===== src/scsm_consts.vh =====
/*
 * constants for the safety channel status monitor: widths, thresholds,
 * counter limits and flag positions.
 * assumes supply voltage arrives as an unsigned code in millivolts.
 */
`ifndef SCSM_CONSTS_VH
`define SCSM_CONSTS_VH

// ----------------------------------------
// widths
// ----------------------------------------
`define SCSM_CNT_W        8
`define SCSM_NODE_W       6
`define SCSM_MV_W         16
`define SCSM_MAX_NODES    32

// ----------------------------------------
// supply thresholds in millivolts
// ----------------------------------------
`define SCSM_LOW_TRIP_MV  16'h4f4c
`define SCSM_LOW_REC_MV   16'h4fb0
`define SCSM_HIGH_TRIP_MV 16'h6978
`define SCSM_HIGH_REC_MV  16'h6720

// ----------------------------------------
// diagnostic condition vector positions
// ----------------------------------------
`define SCSM_DIAG_N       5
`define SCSM_DG_CHERR     0
`define SCSM_DG_LOW       1
`define SCSM_DG_HIGH      2
`define SCSM_DG_INT       3
`define SCSM_DG_SYNC      4

`endif


===== src/scsm_event_counter.v =====
/*
 * diagnostic event counter: one step per edge of each condition bit,
 * wrapping past the top value to one, never to zero.
 * assumes the condition vector is synchronous to mclk; scsm_top feeds it unregistered.
 */
`timescale 1ns/1ps
`include "scsm_consts.vh"

module scsm_event_counter #(
	parameter N = `SCSM_DIAG_N,
	parameter W = `SCSM_CNT_W
) (
	// clock and reset
	input  wire         mclk,
	input  wire         rst_b,
	// conditions
	input  wire [N-1:0] cond,
	// count
	output reg  [W-1:0] count
);

reg  [N-1:0] cond_d;
wire [N-1:0] edges;
reg  [W-1:0] next_count;
integer      i;

assign edges = cond ^ cond_d;

// ----------------------------------------
// count edges, skip zero on wrap
// ----------------------------------------
always @*
begin
	next_count = count;
	for (i = 0; i < N; i = i + 1)
	begin
		if (edges[i])
		begin
			next_count = next_count + {{(W-1){1'b0}}, 1'b1}; // [RULE12]
			if (next_count == {W{1'b0}})
			begin
				next_count = {{(W-1){1'b0}}, 1'b1}; // [RULE13]
			end
		end
	end
end

always @(posedge mclk)
begin
	if (!rst_b)
	begin
		cond_d <= {N{1'b0}};
		count <= {W{1'b0}}; // [RULE13]
	end
	else
	begin
		cond_d <= cond;
		count <= next_count;
	end
end

endmodule


===== src/scsm_top.v =====
/*
 * safety channel status monitor: derives channel and module status flags
 * from link, node and supply observations, and counts diagnostic edges.
 * assumes all inputs are synchronous to mclk; rst_b stands for power cycle.
 */
// Behaviour
// RULE1: upstream link break raises demand, error, unkeyed; drops operational; keeps tally.
// RULE2: link restored with new terminated node clears flags, sets operational, tally plus one.
// RULE3: unverified node sets error, error sets demand, operational drops to safe.
// RULE4: configuration-only node addition leaves operational at one.
// RULE5: with link up and terminator present, device counts and types nodes itself.
// RULE6: node appended without link break stays inactive; other party breaks link first.
// RULE7: run flag zero when not running or faulted; then channel reports safe.
// RULE8: controller drives link lost flag: zero connected, one not.
// RULE9: diagnostics pending is one while any diagnostic condition is present.
// RULE10: time sync ok is one while synchronized with grandmaster.
// RULE11: time sync lost set when once synchronized but no longer.
// RULE12: event counter advances on each condition onset and each clearance.
// RULE13: counter clears on power cycle and skips zero on wrap.
// RULE14: low supply warn sets below lower threshold, clears at recovery threshold.
// RULE15: high supply warn sets above trip point, clears on return to normal.
// RULE16: internal error flag reflects internal fault presence.
// RULE17: ring mode flag is one in ring mode.
// RULE18: demand flag one when any node has a safety demand.
// RULE19: error flag ORs channel conditions, forced when disabled, feeds pending and counter.
// RULE20: operational one only when every node's safety conditions valid.
// RULE21: all status flags update together in one registered image; diag_event_counter is registered again and lags them by one clock.
`timescale 1ns/1ps
`include "scsm_consts.vh"

module scsm_top #(
	parameter NODE_W = `SCSM_NODE_W,
	parameter CNT_W  = `SCSM_CNT_W,
	parameter MV_W   = `SCSM_MV_W,
	parameter MAX_NODES = `SCSM_MAX_NODES
) (
	// clock and reset
	input  wire              mclk,
	input  wire              rst_b,
	// chain observations
	input  wire              link_up,
	input  wire              term_present,
	input  wire              term_bad,
	input  wire              node_pulse,
	input  wire              node_keyed,
	input  wire              node_demand,
	input  wire              chan_enable,
	// module observations
	input  wire              run_mode_in,
	input  wire              recov_fault,
	input  wire              nonrecov_fault,
	input  wire              internal_fault,
	input  wire              conn_lost_in,
	input  wire              sync_locked,
	input  wire              ring_mode_in,
	input  wire [MV_W-1:0]   supply_mv,
	// channel status
	output reg               chan_demand_flag,
	output reg               chan_error_flag,
	output reg               chan_operational_flag,
	output reg               chan_unkeyed_node,
	output reg  [NODE_W-1:0] node_tally,
	output reg               too_many_nodes,
	// module status
	output reg               run_state_flag,
	output reg               link_lost_flag,
	output reg               diag_pending_flag,
	output reg               time_sync_ok,
	output reg               time_sync_lost,
	output reg               supply_low_warn,
	output reg               supply_high_warn,
	output reg               internal_error_flag,
	output reg               ring_mode_flag,
	output reg  [CNT_W-1:0]  diag_event_counter
);

// ----------------------------------------
// discovery state
// ----------------------------------------
localparam ST_DOWN = 2'b00;
localparam ST_SCAN = 2'b01;
localparam ST_UP   = 2'b10;
localparam [NODE_W:0] MAX_CNT = MAX_NODES[NODE_W:0];

reg  [1:0]        state;
reg  [1:0]        next_state;
reg  [NODE_W:0]   scan_cnt;
reg  [NODE_W:0]   next_scan_cnt;
reg  [NODE_W-1:0] next_tally;
reg               all_keyed;
reg               next_all_keyed;
reg               any_demand;
reg               next_any_demand;
reg               sync_seen;
wire [CNT_W-1:0]  count;

// ----------------------------------------
// chain discovery after link restore
// ----------------------------------------
always @*
begin
	next_state = state;
	next_scan_cnt = scan_cnt;
	next_tally = node_tally;
	next_all_keyed = all_keyed;
	next_any_demand = any_demand;
	case (state)
		ST_DOWN:
		begin
			// tally held while the link is broken [RULE1]
			if (link_up && term_present) // [RULE5] [RULE6]
			begin
				next_state = ST_SCAN;
				next_scan_cnt = {(NODE_W+1){1'b0}};
				next_all_keyed = 1'b1;
				next_any_demand = 1'b0;
			end
		end
		ST_SCAN:
		begin
			if (!link_up)
			begin
				next_state = ST_DOWN;
			end
			else if (node_pulse)
			begin
				if (scan_cnt != {(NODE_W+1){1'b1}})
				begin
					// saturate so a runaway chain still reads as overflow
					next_scan_cnt = scan_cnt + {{NODE_W{1'b0}}, 1'b1}; // [RULE5]
				end
				if (!node_keyed)
				begin
					next_all_keyed = 1'b0;
				end
				if (node_demand)
				begin
					next_any_demand = 1'b1;
				end
			end
			else if (term_present)
			begin
				// scan closes at the terminator [RULE2]
				next_state = ST_UP;
				next_tally = scan_cnt[NODE_W-1:0];
			end
		end
		ST_UP:
		begin
			if (!link_up) // [RULE1]
			begin
				next_state = ST_DOWN;
				next_all_keyed = 1'b0;
			end
			else if (node_pulse)
			begin
				// live demand updates from a running chain
				next_any_demand = node_demand;
				if (!node_keyed)
				begin
					// running node failing keying drops chain to safe [RULE3]
					next_all_keyed = 1'b0;
				end
			end
		end
		default:
		begin
			next_state = ST_DOWN;
		end
	endcase
end

always @(posedge mclk)
begin
	if (!rst_b)
	begin
		state <= ST_DOWN;
		scan_cnt <= {(NODE_W+1){1'b0}};
		all_keyed <= 1'b0;
		any_demand <= 1'b0;
	end
	else
	begin
		state <= next_state;
		scan_cnt <= next_scan_cnt;
		all_keyed <= next_all_keyed;
		any_demand <= next_any_demand;
	end
end

// ----------------------------------------
// warning hysteresis: set wins, clear on recovery
// ----------------------------------------
function hyst_next;
	input cur;
	input set_cond;
	input clr_cond;
	begin
		if (set_cond)
		begin
			hyst_next = 1'b1;
		end
		else if (clr_cond)
		begin
			hyst_next = 1'b0;
		end
		else
		begin
			hyst_next = cur;
		end
	end
endfunction

// ----------------------------------------
// combined status image
// ----------------------------------------
wire chain_ok;
wire run_ok;
wire unkeyed;
wire overflow;
wire ch_err;
wire ch_dem;
wire ch_op;
wire next_low;
wire next_high;
wire next_sync_lost;
wire [`SCSM_DIAG_N-1:0] diag;

assign run_ok = run_mode_in && !recov_fault && !nonrecov_fault && !internal_fault; // [RULE7]
assign chain_ok = (state == ST_UP);
assign unkeyed = !chain_ok || !all_keyed; // [RULE1] [RULE3]
assign overflow = (scan_cnt > MAX_CNT);
assign ch_err = unkeyed || term_bad || overflow || !chan_enable; // [RULE19] [RULE3]
assign ch_dem = any_demand || ch_err; // [RULE18] [RULE3]
// configuration-only additions never reach these inputs [RULE4]
assign ch_op = chain_ok && !ch_dem && run_ok; // [RULE20] [RULE7]

assign next_low = hyst_next(supply_low_warn, supply_mv < `SCSM_LOW_TRIP_MV,
                            supply_mv >= `SCSM_LOW_REC_MV); // [RULE14]
assign next_high = hyst_next(supply_high_warn, supply_mv > `SCSM_HIGH_TRIP_MV,
                             supply_mv <= `SCSM_HIGH_REC_MV); // [RULE15]
assign next_sync_lost = sync_seen && !sync_locked; // [RULE11]

assign diag[`SCSM_DG_CHERR] = ch_err;
assign diag[`SCSM_DG_LOW]   = next_low;
assign diag[`SCSM_DG_HIGH]  = next_high;
assign diag[`SCSM_DG_INT]   = internal_fault;
assign diag[`SCSM_DG_SYNC]  = next_sync_lost;

always @(posedge mclk)
begin
	if (!rst_b)
	begin
		chan_demand_flag <= 1'b1;
		chan_error_flag <= 1'b1;
		chan_operational_flag <= 1'b0;
		chan_unkeyed_node <= 1'b1;
		node_tally <= {NODE_W{1'b0}};
		too_many_nodes <= 1'b0;
	end
	else
	begin
		// one registered image for every flag [RULE21]
		chan_demand_flag <= ch_dem; // [RULE18]
		chan_error_flag <= ch_err; // [RULE19]
		chan_operational_flag <= ch_op; // [RULE20]
		chan_unkeyed_node <= unkeyed; // [RULE3]
		node_tally <= next_tally; // [RULE2]
		too_many_nodes <= overflow;
	end
end

// ----------------------------------------
// module status image
// ----------------------------------------
always @(posedge mclk)
begin
	if (!rst_b)
	begin
		run_state_flag <= 1'b0;
		link_lost_flag <= 1'b1;
		diag_pending_flag <= 1'b0;
		time_sync_ok <= 1'b0;
		time_sync_lost <= 1'b0;
		sync_seen <= 1'b0;
		supply_low_warn <= 1'b0;
		supply_high_warn <= 1'b0;
		internal_error_flag <= 1'b0;
		ring_mode_flag <= 1'b0;
	end
	else
	begin
		// same edge as the channel image [RULE21]
		run_state_flag <= run_ok; // [RULE7]
		link_lost_flag <= conn_lost_in; // [RULE8]
		diag_pending_flag <= |diag; // [RULE9]
		time_sync_ok <= sync_locked; // [RULE10]
		sync_seen <= sync_seen || sync_locked;
		time_sync_lost <= next_sync_lost; // [RULE11]
		supply_low_warn <= next_low; // [RULE14]
		supply_high_warn <= next_high; // [RULE15]
		internal_error_flag <= internal_fault; // [RULE16]
		ring_mode_flag <= ring_mode_in; // [RULE17]
	end
end

// ----------------------------------------
// event counter
// ----------------------------------------
scsm_event_counter #(
	.N (`SCSM_DIAG_N),
	.W (CNT_W)
) u_evt (
	.mclk  (mclk),
	.rst_b (rst_b),
	.cond  (diag),
	.count (count)
);

always @(posedge mclk)
begin
	if (!rst_b)
	begin
		diag_event_counter <= {CNT_W{1'b0}};
	end
	else
	begin
		diag_event_counter <= count; // [RULE12]
	end
end

endmodule


===== config.mk =====
export PLATFORM = sky130hd
export DESIGN_NAME = scsm_top
export DESIGN_NICKNAME = d
export VERILOG_FILES = /design/src/scsm_event_counter.v /design/src/scsm_top.v
export VERILOG_INCLUDE_DIRS = /design/src /design/src/src
export SDC_FILE = /design/constraint.sdc
export NUM_CORES = 1
export LEC_CHECK = 0
export ABC_AREA = 1
export BUFFER_PORTS_ARGS = -buffer_cell sky130_fd_sc_hd__buf_2
export CORE_MARGIN = 8
export CORE_UTILIZATION = 58
export DETAILED_ROUTE_END_ITERATION = 8
export PLACE_DENSITY = 0.89
export SYNTH_ARGS = -nofsm -noshare
export SYNTH_HDL_FRONTEND = slang
export SYNTH_HIERARCHICAL = 1
export SYNTH_SLANG_ARGS = --single-unit

===== constraint.sdc =====
create_clock -name mclk -period 7.9 [get_ports mclk]
set_clock_uncertainty 0.05 [all_clocks]
set_input_delay 0.79 -clock mclk [delete_from_list [all_inputs] [get_ports mclk]]
set_output_delay 0.79 -clock mclk [all_outputs]
set_load 0.01 [all_outputs]

Word-level counts from Yosys, hierarchy flattened
Index checks and enable logic that the tools add are counted.
W data, S select, Z words.
{"block": "classes", "n_addsub": 6, "n_lt_le_gt_ge": 5, "eq_ne": 13, "muxes": 38, "bitwise": 2, "reduce_logical": 35}
{"op": "$mux W8", "count": 10}
{"op": "$add A8 B1 Y8 const B", "count": 5}
{"op": "$logic_not A8 Y1", "count": 5}
{"op": "$mux W7", "count": 4}
{"op": "$ge A16 B15 Y1 const B", "count": 1}
{"op": "$gt A16 B15 Y1 const B", "count": 1}
{"op": "$le A16 B15 Y1 const B", "count": 1}
{"op": "$lt A16 B15 Y1 const B", "count": 1}
{"op": "$ne A2 B2 Y1 const B", "count": 8}
{"op": "$mux W1", "count": 15}
{"op": "$pmux W7 S2", "count": 1}
{"op": "$mux W2", "count": 5}
{"op": "$logic_not A1 Y1", "count": 8}
{"op": "$reduce_and A4 Y1", "count": 2}
{"op": "$add A7 B1 Y7 const B", "count": 1}
{"op": "$gt A7 B6 Y1 const B", "count": 1}
{"op": "$logic_and A1 B1 Y1", "count": 7}
{"op": "$ne A7 B7 Y1 const B", "count": 1}
{"op": "$reduce_and A7 Y1", "count": 1}
{"op": "$logic_or A1 B1 Y1", "count": 6}
{"op": "$ne A3 B3 Y1 const B", "count": 2}
{"op": "$pmux W1 S3", "count": 2}
{"op": "$pmux W2 S3", "count": 1}
{"op": "$reduce_and A5 Y1", "count": 1}
{"op": "9 further kinds", "count": 9}
{"block": "word_totals", "register_bits": 53, "input_bits": 32}

Depth between registers and ports, before layout
{"block": "depth", "word_depth": 24, "ltp_mapped": 52, "ltp_nobuf": 51}

Cells and area by module
Netlist, hierarchy kept.
{"mod": "scsm_top", "instances": 1, "cells_per_inst": 300, "area_each_um2": 1980.6, "seq_area_each_um2": 800.8}
{"mod": "scsm_event_counter", "instances": 1, "cells_per_inst": 325, "area_each_um2": 1810.5, "seq_area_each_um2": 260.2}

Worst setup path before layout
OpenSTA, ideal clock, no wires.
{"block": "synth_path", "kind": "input port to flip-flop", "startpoint": "in term_bad", "endpoint": "reg u_evt.count[6]", "arrival_time_ps": 5792, "path_slack_ps": 1949, "stages": 43, "path_buffers": 1, "cell_sequence": "inv_1 nand2_1 nor2_1 nand3_1 xor2_2 buf_6 inv_1 nor2_1 a21oi_4 ha_1 inv_1 nor2_1 a21oi_1 nor2_1 nand2_1 nor2_2 nand3_2 a21oi_4 (+7 left out) nand3_1 nor2_2 nand3_2 a21oi_4 ha_1 inv_1 nor2_1 inv_1 o21ai_0 o21ai_0 o21ai_0 nand4_1 nor3_1 nand3_1 nand2_1 nand2_1 nand2_1 inv_1"}
{"block": "synth_via", "elab_chain_len": 21}
{"item": "start, declared", "line_no": "scsm_top.v:43", "rtl": "input wire term_bad,"}
{"item": "$logic_or A1 B1 Y1 (*) (3 in series)", "line_no": "scsm_top.v:233", "rtl": "assign ch_err = unkeyed || term_bad || overflow || !chan_enable;"}
{"item": "via ch_err", "line_no": "scsm_top.v:221", "rtl": "wire ch_err;"}
{"item": "$xor A5 B5 Y5 (*)", "line_no": "scsm_event_counter.v:27", "rtl": "assign edges = cond ^ cond_d;"}
{"item": "$mux W8 (*)", "line_no": "scsm_event_counter.v:37", "rtl": "if (edges[i])"}
{"item": "$add A8 B1 Y8", "line_no": "scsm_event_counter.v:39", "rtl": "next_count = next_count + {{(W-1){1'b0}}, 1'b1};"}
{"item": "$logic_not A8 Y1", "line_no": "scsm_event_counter.v:40", "rtl": "if (next_count == {W{1'b0}})"}
{"item": "$mux W8", "line_no": "scsm_event_counter.v:40"}
{"item": "$mux W8 (*)", "line_no": "scsm_event_counter.v:37"}
{"item": "(+4 left out)"}
{"item": "$add A8 B1 Y8", "line_no": "scsm_event_counter.v:39"}
{"item": "$logic_not A8 Y1", "line_no": "scsm_event_counter.v:40"}
{"item": "$mux W8", "line_no": "scsm_event_counter.v:40"}
{"item": "$mux W8 (*)", "line_no": "scsm_event_counter.v:37"}
{"item": "$add A8 B1 Y8", "line_no": "scsm_event_counter.v:39"}
{"item": "$logic_not A8 Y1", "line_no": "scsm_event_counter.v:40"}
{"item": "$mux W8", "line_no": "scsm_event_counter.v:40"}
{"item": "$mux W8 (*)", "line_no": "scsm_event_counter.v:37"}
{"item": "end signal, assigned", "line_no": "scsm_event_counter.v:53", "rtl": "count <= {W{1'b0}};"}
{"item": "end signal, assigned", "line_no": "scsm_event_counter.v:58", "rtl": "count <= next_count;"}
{"item": "end, declared", "line_no": "scsm_event_counter.v:19", "rtl": "output reg [W-1:0] count"}
The timed path passes the listed nets; every way through them passes the cells marked *.
A chain may end at the register's enable or synchronous reset.

Worst setup path after layout
{"block": "layout_path", "startpoint": "reg state[0]", "endpoint": "reg u_evt.count[6]"}
{"block": "layout_via", "elab_chain_len": 24}
{"item": "start, declared", "line_no": "scsm_top.v:85", "rtl": "reg [1:0] state;"}
{"item": "start signal, assigned", "line_no": "scsm_top.v:184", "rtl": "state <= next_state;"}
{"item": "$eq A2 B2 Y1 (*)", "line_no": "scsm_top.v:230", "rtl": "assign chain_ok = (state == ST_UP);"}
{"item": "$logic_not A1 Y1 (*)", "line_no": "scsm_top.v:231", "rtl": "assign unkeyed = !chain_ok || !all_keyed;"}
{"item": "$logic_or A1 B1 Y1 (*)", "line_no": "scsm_top.v:231"}
{"item": "$logic_or A1 B1 Y1 (*) (3 in series)", "line_no": "scsm_top.v:233"}
{"item": "via ch_err", "line_no": "scsm_top.v:221"}
{"item": "$xor A5 B5 Y5 (*)", "line_no": "scsm_event_counter.v:27"}
{"item": "$mux W8 (*)", "line_no": "scsm_event_counter.v:37"}
{"item": "$add A8 B1 Y8", "line_no": "scsm_event_counter.v:39"}
{"item": "(+7 left out)"}
{"item": "$add A8 B1 Y8", "line_no": "scsm_event_counter.v:39"}
{"item": "$logic_not A8 Y1", "line_no": "scsm_event_counter.v:40"}
{"item": "$mux W8", "line_no": "scsm_event_counter.v:40"}
{"item": "$mux W8 (*)", "line_no": "scsm_event_counter.v:37"}
{"item": "$add A8 B1 Y8", "line_no": "scsm_event_counter.v:39"}
{"item": "$logic_not A8 Y1", "line_no": "scsm_event_counter.v:40"}
{"item": "$mux W8", "line_no": "scsm_event_counter.v:40"}
{"item": "$mux W8 (*)", "line_no": "scsm_event_counter.v:37"}
Marked as above.

==> flow_metrics.py <==
metrics = {
    "run_status": {
        "status": "finished, final reports clean",
    },
    "global_routing": {
        "globalRouteTotalUtil_pct": 18.35,
        "grt_pass1_vias": 3742,
        "grt_max_degree": 42,
        "antenna_found_initial": 0,
        "grt_pass1_wl_mm": 15.50,
        "grt_overflow": 0,
    },
    "layout": {
        "syn_to_final_growth_pct": 11.55,
        "mostFrequentLayoutCells": "nand2_1, inv_1, nor2_1, buf_2, dfxtp_1",
        "num_antenna_cells": 0,
        "layout_commonest_cell": "nand2_1",
        "n_fill_cell": 592,
        "layout-drive-gt1-share_pct": 15.20,
        "nets": 726,
    },
    "floorplanning": {
        "io_pins": 60,
        "core_region_area_mm2": 0.006350,
        "fp.dieArea_mm2": 0.009380,
        "rows": 29,
        "die-width_um": 96.85,
        "start_util_pct": 59.70,
        "chipHeight_um": 96.85,
    },
    "route": {
        "vias_per_cell": 5.284,
        "post-route-drc-count": 0,
        "drtAntennaViolNets": 0,
        "first_iter_violations": 179,
        "wl_mm": 8.948,
        "wl_per_cell_um": 11.76,
        "routed-via-count": 4021,
        "drtPass1Iterations": 6,
    },
    "synthesis": {
        "synth_nets": 668,
        "synth.avg_cell_area_um2": 6.066,
        "synth.distinct_cells": 36,
        "ys_ff_latch": 53,
        "ys_seq_area_share_pct": 27.99,
        "syn-cell-area_mm2": 0.003791,
        "ys_warn_count": 6,
        "synthCells": 625,
    },
    "hold_path": {
        "hold_class": "flop to flop",
    },
    "sta": {
        "hold_ws_ps": 372.7,
        "worstMarginPinSlew_ps": 736.7,
        "hold_viol_final": 0,
        "max_freq_mhz": 144.1,
        "setup_violations": 0,
        "setup_tns_ps": 0,
        "relSlewSlack_pct": 50.53,
        "rsz0062_at_grt": "false",
        "slew_violations": 0,
        "finalCriticalPeriod_ps": 6940,
        "min_period_over_period_pct": 87.85,
    },
    "clock_network": {
        "cts_tree": "yes",
        "post-cts-setup-buffers": 0,
        "numCtsBuffers": 5,
        "clk_pin_slew_ps": 100,
        "clk_path_buf_depth": 2,
        "htree_levels": 2,
        "clk_latency_ps": 300,
        "cts.sinks": 53,
        "cts-root-buf": "clkbuf_8",
    },
    "worst_setup_path": {
        "slowest_delay_ps": 440,
        "critPathRequiredTime_ps": 8060,
        "cp.arrival_ps": 7100,
        "cp_max_fo": 14,
        "cp-end-kind": "flop",
        "critPathLaunch": "state[0]",
        "critPathCapture": "u_evt/count[6]",
        "reg2regPathDepth": 44,
        "r2r-end": "u_evt/count[6]",
        "path_common_cell": "nand2_1",
        "cp-start-kind": "flop",
        "criticalPathCategory": "flop to flop",
        "r2r-start": "state[0]",
        "rrSetupSlack_ps": 960,
        "cp_slowest_cell": "xor2_4",
    },
    "power": {
        "p_int_mw": 0.5492,
        "leakagePower_nw": 2.175,
        "ir_drop_mv": 0.1306,
        "pwr-share-clk_pct": 13.9,
        "swShare_pct": 48.50,
        "combPwrFrac_pct": 54.2,
        "seqPwrFrac_pct": 31.9,
        "power.density_mw_per_mm2": 252.2,
        "switchingPower_mw": 0.5172,
    },
    "placed_design": {
        "dp_hpwl_mm": 7.191,
        "portBuffers": 59,
        "gp_congestion": 0.9038,
    },
    "run": {
        "max-cap-violations": 0,
    },
}
-- worst max-delay path: cells and delay by family (launching register included) --
kind / cells / cell delay [ps]
AND/OR/NAND/NOR: 27 / 3510
XOR/XNOR: 1 / 440
buffers and inverters: 7 / 510
flip-flops: 1 / 350
adder cells (fa/ha/maj): 4 / 820
AO/OA/AOI/OAI: 5 / 1160
-- state kept, by name, indices dropped and copies added (netlist names), 2 cells and up --
name	flops
node_tally	6
u_evt/cond_d	5
u_evt/count	8
state	2
diag_event_counter	8
scan_cnt	7
-- metrics by stage --
stage                     std cells  power (mW)  area, µm²  utilization, %  setup slack [ps]
after detailed placement        753      0.9122       4131           65.06             756.9
after CTS                       761       1.061       4218           66.42             946.6
after global placement          753      0.8946       4131           65.06              1229
after floorplan                 625      0.7870       3791               -              1949
final                           761       1.066       4229           66.60             960.2
after global routing            761       1.166       4229           66.60             4.527
-- cells by family (layout without fill, tap and decap cells) --
| logic type | after synthesis | count (layout) | share of synthesized area (%) |
|---|---|---|---|
| adders and majority gates | 11 | 11 | 3.630 |
| xor gates and xnor gates | 9 | 9 | 2.277 |
| AOI/OAI and AO/OA | 76 | 76 | 11.82 |
| buffers and inverters | 113 | 172 | 11.75 |
| DFF | 53 | 53 | 27.99 |
| and+or+nand+nor | 363 | 363 | 42.54 |
-- per-layer routing --
| layer | GRT usage (%) | share of wire, % | routed length (µm) | vias to the layer above |
|---|---|---|---|---|
| met2 | 33.91 | 51 | 4608 | 110 |
| met5 | 0 | 0 | 0 | - |
| li1 | - | - | - | 2082 |
| met3 | 3.343 | 4.4 | 391 | 16 |
| met1 | 21.14 | 43 | 3868 | 1813 |
| met4 | 4.024 | 0.88 | 79 | 0 |
-- power groups by stage --
stage	registers (mW)	clock network [mW]	logic, mW
after floorplan	0.343	0	0.444
after global placement	0.344	0	0.550
after detailed placement	0.345	0	0.567
after CTS	0.339	0.153	0.569
after global routing	0.345	0.165	0.655
final	0.340	0.149	0.578
-- final cells by class --
type                    instances  area [µm²]  area share [%]
flip-flops and latches         53        1061           25.09
repair buffers                 59       295.3           6.982
inverters                     105       394.1           9.320
clock inverters                 2       13.76          0.3254
multi-input cells             459        2296           54.29
well taps                      77       96.34           2.278
clock buffers                   6       72.57           1.716
-- synth_stat cells --
| library cell | count | area (µm²) |
|---|---|---|
| a21boi_1 | 1 | 7.510 |
| a21boi_2 | 1 | 11.26 |
| a21oi_1 | 28 | 140.1 |
| a21oi_2 | 1 | 8.760 |
| a21oi_4 | 4 | 65.06 |
| and2_1 | 1 | 6.260 |
| buf_2 | 3 | 15.01 |
| buf_6 | 1 | 11.26 |
| clkbuf_1 | 3 | 11.26 |
| clkbuf_8 | 1 | 13.76 |
| clkinv_1 | 2 | 7.510 |
| dfxtp_1 | 53 | 1061 |
| ha_1 | 11 | 137.6 |
| inv_1 | 102 | 382.9 |
| inv_2 | 1 | 3.750 |
| nand2_1 | 190 | 713.2 |
| nand2_2 | 5 | 31.28 |
| nand2_4 | 3 | 33.78 |
| nand3_1 | 47 | 235.2 |
| nand3_2 | 8 | 80.08 |
| nand4_1 | 21 | 131.4 |
| nor2_1 | 68 | 255.2 |
| nor2_2 | 8 | 50.05 |
| nor2_4 | 1 | 11.26 |
| nor3_1 | 6 | 30.03 |
| nor3_2 | 1 | 10.01 |
| nor4_1 | 1 | 6.260 |
| o21a_1 | 1 | 7.510 |
| o21ai_0 | 32 | 160.2 |
| o21ai_1 | 6 | 30.03 |
| o21ai_2 | 2 | 17.52 |
| or2_0 | 1 | 6.260 |
| or2_2 | 2 | 12.51 |
| xnor2_1 | 6 | 52.55 |
| xor2_1 | 2 | 17.52 |
| xor2_2 | 1 | 16.27 |
-- worst min path at each step --
stage | startpoint | end | slack [ps] | cells after the start
6_report | all_keyed | chan_unkeyed_node | 370 | 1
5_1_grt | all_keyed | chan_unkeyed_node | 380 | 1
4_1_cts | all_keyed | chan_unkeyed_node | 370 | 1
3_5_place_dp | all_keyed | chan_unkeyed_node | 340 | 1
3_3_place_gp | all_keyed | chan_unkeyed_node | 340 | 1
2_1_floorplan | all_keyed | chan_unkeyed_node | 330 | 1
-- what timing repair did --
action,in CTS,in global routing
endpoints found under the setup margin,0,4
hold buffers,0,0
gates resized for setup,0,1
(Power assumes the default switching activity.)
